## config.mk

```make
export PLATFORM = sky130hd
export DESIGN_NAME = frsb_bank
export DESIGN_NICKNAME = d
export VERILOG_FILES = /design/src/shared/frsb_pkg.sv /design/src/logic/frsb_frame_timer.sv /design/src/logic/frsb_bank.sv
export VERILOG_INCLUDE_DIRS = /design/src /design/src/shared
export SDC_FILE = /design/constraint.sdc
export NUM_CORES = 1
export LEC_CHECK = 0
export BUFFER_PORTS_ARGS = -buffer_cell sky130_fd_sc_hd__buf_2
export CAP_MARGIN = 25
export CORE_UTILIZATION = 40
export CTS_BUF_LIST = sky130_fd_sc_hd__clkbuf_4 sky130_fd_sc_hd__clkbuf_8
export CTS_CLUSTER_DIAMETER = 30
export DETAILED_ROUTE_END_ITERATION = 6
export PLACE_DENSITY = 0.68
export SLEW_MARGIN = 40
export SYNTH_ARGS = -nofsm -noshare
export SYNTH_HDL_FRONTEND = slang
export SYNTH_HIERARCHICAL = 1
export SYNTH_SLANG_ARGS = --single-unit
```

## constraint.sdc

```tcl
create_clock -name clk_in -period 4.14 [get_ports clk_in]
set_clock_uncertainty 0.15 [all_clocks]
set_input_delay 0.207 -clock clk_in [delete_from_list [all_inputs] [get_ports clk_in]]
set_output_delay 0.207 -clock clk_in [all_outputs]
set_load 0.005 [all_outputs]
```

## src/shared/frsb_regs.svh

```systemverilog
`ifndef FRSB_REGS_SVH
`define FRSB_REGS_SVH

// ==========================================================
// register offsets
`define FRSB_OFS_LONGEST_LOW 8'h19
`define FRSB_OFS_LONGEST_HIGH 8'h1A
`define FRSB_OFS_SHORTEST_LOW 8'h1B
`define FRSB_OFS_SHORTEST_HIGH 8'h1C
`define FRSB_OFS_EXPOSURE_LOW 8'h1D
`define FRSB_OFS_EXPOSURE_HIGH 8'h1E
`define FRSB_OFS_FIRMWARE_REV 8'h1F
`define FRSB_OFS_LASER_DRIVE 8'h2C

// ==========================================================
// reset values
`define FRSB_RST_LONGEST_LOW 8'h90
`define FRSB_RST_LONGEST_HIGH 8'h65
`define FRSB_RST_SHORTEST_LOW 8'h7E
`define FRSB_RST_SHORTEST_HIGH 8'h0E
`define FRSB_RST_EXPOSURE_LOW 8'h20
`define FRSB_RST_EXPOSURE_HIGH 8'h4E
`define FRSB_RST_LASER_DRIVE 8'h7F

// ==========================================================
// field positions and constants
`define FRSB_LASER_MATCH_BIT 7
`define FRSB_LASER_CODE_MSB 6
`define FRSB_LASER_CODE_LOWEST 7'h7F
`define FRSB_FIRMWARE_NONE 8'h00
`define FRSB_APPLY_FRAMES 2'h2

// ==========================================================
// timing
`define FRSB_CLK_PERIOD_NS 10
`define FRSB_FAULT_PULSE_NS 12000
`define FRSB_FAULT_PULSE_CYCLES (`FRSB_FAULT_PULSE_NS / `FRSB_CLK_PERIOD_NS)

`endif

```

## src/shared/frsb_pkg.sv

```systemverilog
// ==========================================================
// types shared by the frame bound register bank
package frsb_pkg;

    // staged limit commit progress
    typedef enum logic [1:0] {
        COMMIT_IDLE,
        COMMIT_WAIT_FIRST,
        COMMIT_WAIT_SECOND
    } frsb_commit_type;

    // laser drive pin fault test progress
    typedef enum logic [1:0] {
        FAULT_IDLE,
        FAULT_PULSE_HIGH,
        FAULT_PULSE_LOW
    } frsb_fault_type;

endpackage : frsb_pkg

```

## src/logic/frsb_frame_timer.sv

```systemverilog
`timescale 1ns/1ps
// ==========================================================
// frame period counter, one pulse per frame
module frsb_frame_timer
    import frsb_pkg::*;
(
    // clock and reset
    input wire logic clk_in,
    input wire logic nrst_in,
    // period in clock cycles
    input wire logic [15:0] period_in,
    // frame boundary
    output logic frame_start_out
);

    logic [15:0] count_reg;
    logic [15:0] count_next;
    logic [15:0] last_count;
    logic wrap;

    // a period of zero would wrap only every 65536 cycles, so treat it as one cycle
    assign last_count = (period_in == 16'h0000) ? 16'h0000 : period_in - 16'h0001;
    assign wrap = (count_reg >= last_count);
    assign count_next = wrap ? 16'h0000 : count_reg + 16'h0001;
    assign frame_start_out = wrap;

    // cycle counter
    always_ff @(posedge clk_in or negedge nrst_in) begin
        if (!nrst_in) begin
            count_reg <= 16'h0000;
        end else begin
            count_reg <= count_next;
        end
    end

endmodule : frsb_frame_timer

```

## src/logic/frsb_bank.sv

```systemverilog
`timescale 1ns/1ps
`include "frsb_regs.svh"
// Functional notes
// - longest interval is the auto frame period ceiling and the manual frame period
// - all limits counted in clock cycles; frame rate is clock over period
// - all three limit pairs commit together on longest upper write
// - written limits stay staged without effect until the commit write
// - new limits take effect at the second frame start after commit
// - busy indication exposed so host can poll instead of timing frames
// - shortest interval is the smallest frame period auto control may pick
// - shortest and exposure reads return last written byte, committed or not
// - auto exposure is capped at the exposure ceiling
// - manual exposure: auto gain off, ceiling value used directly
// - firmware revision reads shadow revision while running it, else 0x00
// - laser code used only when complement matches, else lowest current
// - laser drive write runs 12us high then 12us low pin fault test
module frsb_bank
    import frsb_pkg::*;
(
    // clock and reset
    input wire logic clk_in,
    input wire logic nrst_in,
    // register access port from the serial port engine
    input wire logic [7:0] reg_addr_in,
    input wire logic reg_write_in,
    input wire logic [7:0] reg_wdata_in,
    input wire logic reg_read_in,
    output logic [7:0] reg_rdata_out,
    output logic reg_rvalid_out,
    // auxiliary control bits
    input wire logic auto_frame_rate_en_in,
    input wire logic auto_exposure_en_in,
    output logic busy_out,
    // automatic control requests
    input wire logic [15:0] auto_period_req_in,
    input wire logic [15:0] auto_exposure_req_in,
    // operating values
    output logic [15:0] frame_period_out,
    output logic [15:0] exposure_out,
    output logic frame_start_out,
    // shadow firmware status
    input wire logic shadow_running_in,
    input wire logic [7:0] shadow_revision_in,
    // laser drive
    input wire logic [7:0] laser_drive_complement_in,
    input wire logic laser_drive_normal_in,
    input wire logic laser_enable_low_normal_in,
    output logic [6:0] laser_current_code_out,
    output logic laser_match_out,
    output logic laser_drive_pin_out,
    output logic laser_enable_low_out
);

    // ==========================================================
    // staging storage, written by the host
    logic [7:0] longest_low_reg;
    logic [7:0] longest_high_reg;
    logic [7:0] shortest_low_reg;
    logic [7:0] shortest_high_reg;
    logic [7:0] exposure_low_reg;
    logic [7:0] exposure_high_reg;
    logic [7:0] laser_drive_reg;

    // pending values, captured at the commit write
    logic [15:0] pend_longest_reg;
    logic [15:0] pend_shortest_reg;
    logic [15:0] pend_exposure_reg;

    // active limits that steer the frame and exposure logic
    logic [15:0] act_longest_reg;
    logic [15:0] act_shortest_reg;
    logic [15:0] act_exposure_reg;

    // ==========================================================
    // write decode
    logic wr_longest_low;
    logic wr_longest_high;
    logic wr_shortest_low;
    logic wr_shortest_high;
    logic wr_exposure_low;
    logic wr_exposure_high;
    logic wr_laser_drive;

    assign wr_longest_low = reg_write_in && (reg_addr_in == `FRSB_OFS_LONGEST_LOW);
    assign wr_longest_high = reg_write_in && (reg_addr_in == `FRSB_OFS_LONGEST_HIGH);
    assign wr_shortest_low = reg_write_in && (reg_addr_in == `FRSB_OFS_SHORTEST_LOW);
    assign wr_shortest_high = reg_write_in && (reg_addr_in == `FRSB_OFS_SHORTEST_HIGH);
    assign wr_exposure_low = reg_write_in && (reg_addr_in == `FRSB_OFS_EXPOSURE_LOW);
    assign wr_exposure_high = reg_write_in && (reg_addr_in == `FRSB_OFS_EXPOSURE_HIGH);
    assign wr_laser_drive = reg_write_in && (reg_addr_in == `FRSB_OFS_LASER_DRIVE);

    // staging byte stores; none of these touch the active limits
    always_ff @(posedge clk_in or negedge nrst_in) begin
        if (!nrst_in) begin
            longest_low_reg <= `FRSB_RST_LONGEST_LOW;
            longest_high_reg <= `FRSB_RST_LONGEST_HIGH;
            shortest_low_reg <= `FRSB_RST_SHORTEST_LOW;
            shortest_high_reg <= `FRSB_RST_SHORTEST_HIGH;
            exposure_low_reg <= `FRSB_RST_EXPOSURE_LOW;
            exposure_high_reg <= `FRSB_RST_EXPOSURE_HIGH;
            laser_drive_reg <= `FRSB_RST_LASER_DRIVE;
        end else begin
            if (wr_longest_low) longest_low_reg <= reg_wdata_in;
            if (wr_longest_high) longest_high_reg <= reg_wdata_in;
            if (wr_shortest_low) shortest_low_reg <= reg_wdata_in;
            if (wr_shortest_high) shortest_high_reg <= reg_wdata_in;
            if (wr_exposure_low) exposure_low_reg <= reg_wdata_in;
            if (wr_exposure_high) exposure_high_reg <= reg_wdata_in;
            if (wr_laser_drive) laser_drive_reg <= reg_wdata_in;
        end
    end

    // ==========================================================
    // commit sequencing
    frsb_commit_type commit_reg;
    frsb_commit_type commit_next;
    logic frame_start;
    logic apply_now;

    // count two frame starts after the commit write, then apply
    always_comb begin
        commit_next = commit_reg;
        case (commit_reg)
            COMMIT_IDLE: begin
                if (wr_longest_high) commit_next = COMMIT_WAIT_FIRST;
            end
            COMMIT_WAIT_FIRST: begin
                if (frame_start) commit_next = COMMIT_WAIT_SECOND;
            end
            COMMIT_WAIT_SECOND: begin
                if (frame_start) commit_next = COMMIT_IDLE;
            end
            default: begin
                commit_next = COMMIT_IDLE;
            end
        endcase
        if (wr_longest_high) commit_next = COMMIT_WAIT_FIRST;
    end

    assign apply_now = (commit_reg == COMMIT_WAIT_SECOND) && frame_start;
    // busy covers the whole wait between commit write and apply
    assign busy_out = (commit_reg != COMMIT_IDLE);

    // state register
    always_ff @(posedge clk_in or negedge nrst_in) begin
        if (!nrst_in) begin
            commit_reg <= COMMIT_IDLE;
        end else begin
            commit_reg <= commit_next;
        end
    end

    // pending capture on the upper longest write; a write while busy
    // recaptures, which the host is told not to do
    always_ff @(posedge clk_in or negedge nrst_in) begin
        if (!nrst_in) begin
            pend_longest_reg <= {`FRSB_RST_LONGEST_HIGH, `FRSB_RST_LONGEST_LOW};
            pend_shortest_reg <= {`FRSB_RST_SHORTEST_HIGH, `FRSB_RST_SHORTEST_LOW};
            pend_exposure_reg <= {`FRSB_RST_EXPOSURE_HIGH, `FRSB_RST_EXPOSURE_LOW};
        end else if (wr_longest_high) begin
            pend_longest_reg <= {reg_wdata_in, longest_low_reg};
            pend_shortest_reg <= {shortest_high_reg, shortest_low_reg};
            pend_exposure_reg <= {exposure_high_reg, exposure_low_reg};
        end
    end

    // active limits change only at the apply point
    always_ff @(posedge clk_in or negedge nrst_in) begin
        if (!nrst_in) begin
            act_longest_reg <= {`FRSB_RST_LONGEST_HIGH, `FRSB_RST_LONGEST_LOW};
            act_shortest_reg <= {`FRSB_RST_SHORTEST_HIGH, `FRSB_RST_SHORTEST_LOW};
            act_exposure_reg <= {`FRSB_RST_EXPOSURE_HIGH, `FRSB_RST_EXPOSURE_LOW};
        end else if (apply_now) begin
            act_longest_reg <= pend_longest_reg;
            act_shortest_reg <= pend_shortest_reg;
            act_exposure_reg <= pend_exposure_reg;
        end
    end

    // ==========================================================
    // frame period and exposure selection
    logic [15:0] auto_period_floor;
    logic [15:0] auto_period_clamped;
    logic [15:0] period_sel;
    logic [15:0] exposure_sel;

    // raise to the shortest bound first, then cap at the longest
    assign auto_period_floor = (auto_period_req_in < act_shortest_reg) ?
        act_shortest_reg : auto_period_req_in;
    assign auto_period_clamped = (auto_period_floor > act_longest_reg) ?
        act_longest_reg : auto_period_floor;
    assign period_sel = auto_frame_rate_en_in ? auto_period_clamped : act_longest_reg;
    // manual exposure runs at the ceiling value itself
    assign exposure_sel = !auto_exposure_en_in ? act_exposure_reg :
        ((auto_exposure_req_in > act_exposure_reg) ? act_exposure_reg : auto_exposure_req_in);

    // registered operating values
    always_ff @(posedge clk_in or negedge nrst_in) begin
        if (!nrst_in) begin
            frame_period_out <= {`FRSB_RST_LONGEST_HIGH, `FRSB_RST_LONGEST_LOW};
            exposure_out <= {`FRSB_RST_EXPOSURE_HIGH, `FRSB_RST_EXPOSURE_LOW};
        end else begin
            frame_period_out <= period_sel;
            exposure_out <= exposure_sel;
        end
    end

    // frame timing counted in plain clock cycles
    frsb_frame_timer u_frame_timer (
        .clk_in(clk_in),
        .nrst_in(nrst_in),
        .period_in(frame_period_out),
        .frame_start_out(frame_start)
    );

    assign frame_start_out = frame_start;

    // ==========================================================
    // laser drive current selection
    logic complement_ok;

    // a mismatched complement protects the laser at the lowest current
    assign complement_ok = (laser_drive_complement_in == ~laser_drive_reg);

    always_ff @(posedge clk_in or negedge nrst_in) begin
        if (!nrst_in) begin
            laser_current_code_out <= `FRSB_LASER_CODE_LOWEST;
            laser_match_out <= 1'b0;
        end else begin
            laser_current_code_out <= complement_ok ?
                laser_drive_reg[`FRSB_LASER_CODE_MSB:0] : `FRSB_LASER_CODE_LOWEST;
            laser_match_out <= laser_drive_reg[`FRSB_LASER_MATCH_BIT];
        end
    end

    // ==========================================================
    // laser drive pin fault test
    localparam logic [10:0] FAULT_LAST = 11'(`FRSB_FAULT_PULSE_CYCLES - 1);
    frsb_fault_type fault_reg;
    frsb_fault_type fault_next;
    logic [10:0] fault_count_reg;
    logic [10:0] fault_count_next;
    logic fault_done;

    assign fault_done = (fault_count_reg == FAULT_LAST);

    // a new write restarts the test from its high pulse
    always_comb begin
        fault_next = fault_reg;
        fault_count_next = fault_done ? 11'h000 : fault_count_reg + 11'h001;
        case (fault_reg)
            FAULT_IDLE: begin
                fault_count_next = 11'h000;
            end
            FAULT_PULSE_HIGH: begin
                if (fault_done) fault_next = FAULT_PULSE_LOW;
            end
            FAULT_PULSE_LOW: begin
                if (fault_done) fault_next = FAULT_IDLE;
            end
            default: begin
                fault_next = FAULT_IDLE;
            end
        endcase
        if (wr_laser_drive) begin
            fault_next = FAULT_PULSE_HIGH;
            fault_count_next = 11'h000;
        end
    end

    always_ff @(posedge clk_in or negedge nrst_in) begin
        if (!nrst_in) begin
            fault_reg <= FAULT_IDLE;
            fault_count_reg <= 11'h000;
        end else begin
            fault_reg <= fault_next;
            fault_count_reg <= fault_count_next;
        end
    end

    // pins registered; during the test the enable is held off
    always_ff @(posedge clk_in or negedge nrst_in) begin
        if (!nrst_in) begin
            laser_drive_pin_out <= 1'b0;
            laser_enable_low_out <= 1'b1;
        end else begin
            case (fault_next)
                FAULT_PULSE_HIGH: begin
                    laser_drive_pin_out <= 1'b1;
                    laser_enable_low_out <= 1'b1;
                end
                FAULT_PULSE_LOW: begin
                    laser_drive_pin_out <= 1'b0;
                    laser_enable_low_out <= 1'b1;
                end
                default: begin
                    laser_drive_pin_out <= laser_drive_normal_in;
                    laser_enable_low_out <= laser_enable_low_normal_in;
                end
            endcase
        end
    end

    // ==========================================================
    // read path
    logic [7:0] firmware_rev;
    logic [7:0] rd_sel;

    assign firmware_rev = shadow_running_in ? shadow_revision_in : `FRSB_FIRMWARE_NONE;

    // staged bytes are read back, committed or not
    always_comb begin
        case (reg_addr_in)
            `FRSB_OFS_LONGEST_LOW: rd_sel = longest_low_reg;
            `FRSB_OFS_LONGEST_HIGH: rd_sel = longest_high_reg;
            `FRSB_OFS_SHORTEST_LOW: rd_sel = shortest_low_reg;
            `FRSB_OFS_SHORTEST_HIGH: rd_sel = shortest_high_reg;
            `FRSB_OFS_EXPOSURE_LOW: rd_sel = exposure_low_reg;
            `FRSB_OFS_EXPOSURE_HIGH: rd_sel = exposure_high_reg;
            `FRSB_OFS_FIRMWARE_REV: rd_sel = firmware_rev;
            `FRSB_OFS_LASER_DRIVE: rd_sel = laser_drive_reg;
            default: rd_sel = 8'h00;
        endcase
    end

    // read data held until the next read
    always_ff @(posedge clk_in or negedge nrst_in) begin
        if (!nrst_in) begin
            reg_rdata_out <= 8'h00;
            reg_rvalid_out <= 1'b0;
        end else begin
            reg_rvalid_out <= reg_read_in;
            if (reg_read_in) reg_rdata_out <= rd_sel;
        end
    end

endmodule : frsb_bank

```

==> impl_metrics.csv <==
group,metric,value,unit
global_routing,track_usage,19.25,%
power_and_ir_drop,pwr-share-seq,38.7,%
power_and_ir_drop,leakagePower,6.908,nW
synthesis,syn_area_per_cell,12.02,um2
clock_network,cts.reportedPaths.clkPinSlew,0.06,ns
detailed_routing,drt-wirelength-per-cell,17.93,um
power_and_ir_drop,comb_power_share,13.7,%
timing,setup_violations,0,
outcome,status,"finished, violations left",
die,rows,62,
synthesis,synth-edff-count,0,
synthesis,yosysWarnings,6,
global_routing,grt_overflow,0,
die,io_pins,126,
timing,rsz0062_at_grt,"true",
layout,fill_cells,2499,
layout,drive_above_1_share,45.16,%
power_and_ir_drop,p_int,0.004736,W
synthesis,yosys.area.top_type,"dfrtp_1",
die,die_w,172.6,um
worst_setup_path,critical_path.max_stage_delay,0.53,ns
worst_setup_path,arrival,4.34,ns
layout,utilization,52.92,%
die,initial_core_util,40.57,%
synthesis,syn_nets,1110,
timing,fmax,246.8,MHz
clock_network,cts_tree,"yes",
worst_setup_path,worstSetupStartpointType,"flop",
synthesis,synth_area_leaders,"dfrtp_1 31%, dfstp_2 19%, mux2_2 16%",
clock_network,htree_levels,2,
detailed_routing,first_pass_iters,7,
die,dieHeight,172.6,um
clock_network,clockBufferDepth,3,
synthesis,synth_cells,969,
synthesis,ys.flop_type,"dfrtp_1",
worst_setup_path,crit_type,"flop to flop",
layout,final_nets,1340,
worst_setup_path,endpoint_kind,"flop",
place,io_buffers,125,
outcome,violations,"DRC",
timing,fin_crit_sh,97.85,%
synthesis,netlist.area_leader.share,30.94,%
power_and_ir_drop,switchingPower,0.001687,W
detailed_routing,via_per_inst,5.402,
die,coreArea,0.02870,mm2
global_routing,grt_pass1_wl,46.48,mm
min_path,min_path_type,"primary input to async pin",
synthesis,synth-seq-cells,226,
place,place.gp.congestion,0.8955,
timing,fin_crit,4.051,ns
detailed_routing,drtIter0Drc,496,
global_routing,grt_max_degree,78,
clock_network,cts_root_buf,"clkbuf_8",
detailed_routing,drc,1,
timing,worst_pin_slew,0.8224,ns
power_and_ir_drop,peakVddDrop,0.0002435,V
worst_setup_path,cp_cell_sequence,"inv_1 > ha_1 > nand4_1 > nor4_2 > nand3b_1 > o211ai_4 > clkbuf_16 > buf_6 > mux2i_4 > ha_1 > nand4_1 > nor4_2 > or3_1 > a21oi_2 > nor2_4 > buf_12 > mux2_4",
power_and_ir_drop,powerDensity,422.8,mW/mm2
timing,holdWs,0.03817,ns
synthesis,ys_seq_area_share,49.45,%
die,dieArea,0.02980,mm2
timing,hold_viol,0,
worst_setup_path,cp_max_fo,8,
timing,slew_violations,0,
place,hpwl,20.15,mm
power_and_ir_drop,switching_share,26.27,%
synthesis,post_synth_instance_area,0.01164,mm2
layout,layout-area-overhead-vs-synth,30.44,%
synthesis,async_flop_share,100.0,%
power_and_ir_drop,p_clk_share,47.5,%
clock_network,numCtsBuffers,50,
run,drv_cap,0,
detailed_routing,ant_nets,0,
detailed_routing,vias,8773,
worst_setup_path,required,4.43,ns
timing,slew_headroom,45.14,%
global_routing,antenna_found_initial,0,
synthesis,ys_types,58,
detailed_routing,drt-total-wl,29.13,mm
clock_network,clkSinkCount,226,
worst_setup_path,slowest_stage,"dfstp_2",
clock_network,clk_latency,0.57,ns
global_routing,grt_pass1_vias,8737,
layout,antenna-diode-count,0,
routing by layer:
layer	GRT usage (%)	vias to the layer above	wire length, um
met2	29.75	269	13460
met5	0	-	0
met4	6.250	0	711
met1	27.06	4337	13410
li1	-	4101	-
met3	3.826	66	1542
synthesized netlist by cell type, drive strengths merged (17+ instances only):
master,instances
nand4,38
dfstp,82
clkbuf,24
xor2,34
inv,53
mux2,175
ha,68
nor2,42
dfrtp,144
nand3,22
o21ai,17
nand2,37
nor4,30
a21oi,27
area by class of cell:
class | instances | area (um2) | area share, %
multi-input cells | 652 | 5903 | 38.86
clock inverters | 33 | 491.7 | 3.237
repair buffers | 215 | 1577 | 10.38
well taps | 384 | 480.5 | 3.163
inverters | 54 | 202.7 | 1.334
flip-flops and latches | 226 | 5759 | 37.92
clock buffers | 60 | 775.7 | 5.107
power by group through the flow:
stage	sequential [W]	clock, W	combinational (W)
floorplan	0.00247	0	0.000486
global placement	0.00252	0	0.000702
detailed placement	0.00252	0	0.000734
CTS	0.00248	0.00312	0.000794
global route	0.00251	0.00323	0.000994
finish	0.00249	0.00305	0.000881
cells in the final DEF (no fill, tap or decap), types with 5 or more instances in the layout:
| master | count |
|---|---|
| nand3_1 | 22 |
| a21oi_1 | 26 |
| dfrtp_1 | 143 |
| a21o_1 | 8 |
| bufinv_16 | 11 |
| inv_1 | 52 |
| buf_2 | 124 |
| o21ai_1 | 6 |
| clkinv_2 | 7 |
| o311ai_0 | 16 |
| o21ai_0 | 9 |
| dlygate4sd3_1 | 58 |
| mux2_4 | 24 |
| dfstp_2 | 82 |
| buf_4 | 21 |
| or3_1 | 13 |
| clkbuf_8 | 52 |
| clkbuf_4 | 8 |
| and4_1 | 7 |
| nand2b_1 | 11 |
| a22oi_1 | 16 |
| clkinvlp_4 | 6 |
| a221oi_1 | 8 |
| mux2_2 | 151 |
| a31oi_1 | 16 |
| nor2_1 | 40 |
| nor4_2 | 6 |
| nand2_2 | 5 |
| clkinv_4 | 7 |
| a22o_1 | 16 |
| nand2_1 | 32 |
| xor2_1 | 34 |
| ha_1 | 55 |
| ha_4 | 13 |
| nor4_1 | 20 |
| nand4_1 | 38 |
| xnor2_1 | 6 |
cells by family after synthesis:
group / Yosys count / share of synthesized area (%)
AOI/OAI and AO/OA: 140 / 8.510
DFF: 226 / 49.45
muxes: 176 / 17.30
adders and majority gates: 68 / 7.306
buffers and inverters: 91 / 3.159
xor gates and xnor gates: 40 / 3.009
and+or+nand+nor: 228 / 11.27
through the flow:
step / instances / cell area (um2) / setup TNS [ns] / total power [W] / setup slack, ns
2_1_floorplan: 969 / 11660 / 0 / 0.002958 / 0.03064
6_report: 1624 / 15190 / 0 / 0.006423 / 0.08889
4_1_cts: 1613 / 14700 / 0 / 0.006394 / 0.001988
3_3_place_gp: 1462 / 12810 / 0 / 0.003219 / 0.09827
5_1_grt: 1624 / 15190 / -0.8988 / 0.006729 / -0.08833
3_5_place_dp: 1463 / 12850 / 0 / 0.003253 / 0.02326
worst max-delay path: cells and delay by family, from the launching register on:
| kind | cells | cell delay (ns) |
|---|---|---|
| buffers and inverters | 4 | 0.52 |
| AND/OR/NAND/NOR | 7 | 1.21 |
| flip-flops | 1 | 0.53 |
| multiplexers | 2 | 0.54 |
| AO/OA/AOI/OAI | 2 | 0.44 |
| adder cells (fa/ha/maj) | 2 | 0.55 |
path summary, 6_finish.rpt:
path / from / to / slack (ns) / cells after the start
worst max-delay path: act_shortest_reg[6] / frame_period_out[2] / 0.09 / 17
worst min-delay path: nrst_in / exposure_out[6] / 0.04 / 2
worst max register to register: act_shortest_reg[6] / frame_period_out[2] / 0.09 / 17
worst min register to register: fault_count_reg[0] / fault_count_reg[0] / 0.33 / 1
max in group asynchronous: nrst_in / pend_shortest_reg[5] / 3.01 / 3
min in group clk_in: shadow_revision_in[7] / reg_rdata_out[7] / 0.05 / 5
what timing repair did:
item                       in CTS  in global routing
pin swaps                       1                 16
setup buffers                   0                  7
setup endpoints to repair       1                 16
hold buffers                   57                  1
gates resized for setup         4                 57
hold endpoints to repair      267                  1
gates cloned                    0                  2
Note: power is estimated with default switching activity, not from simulation.
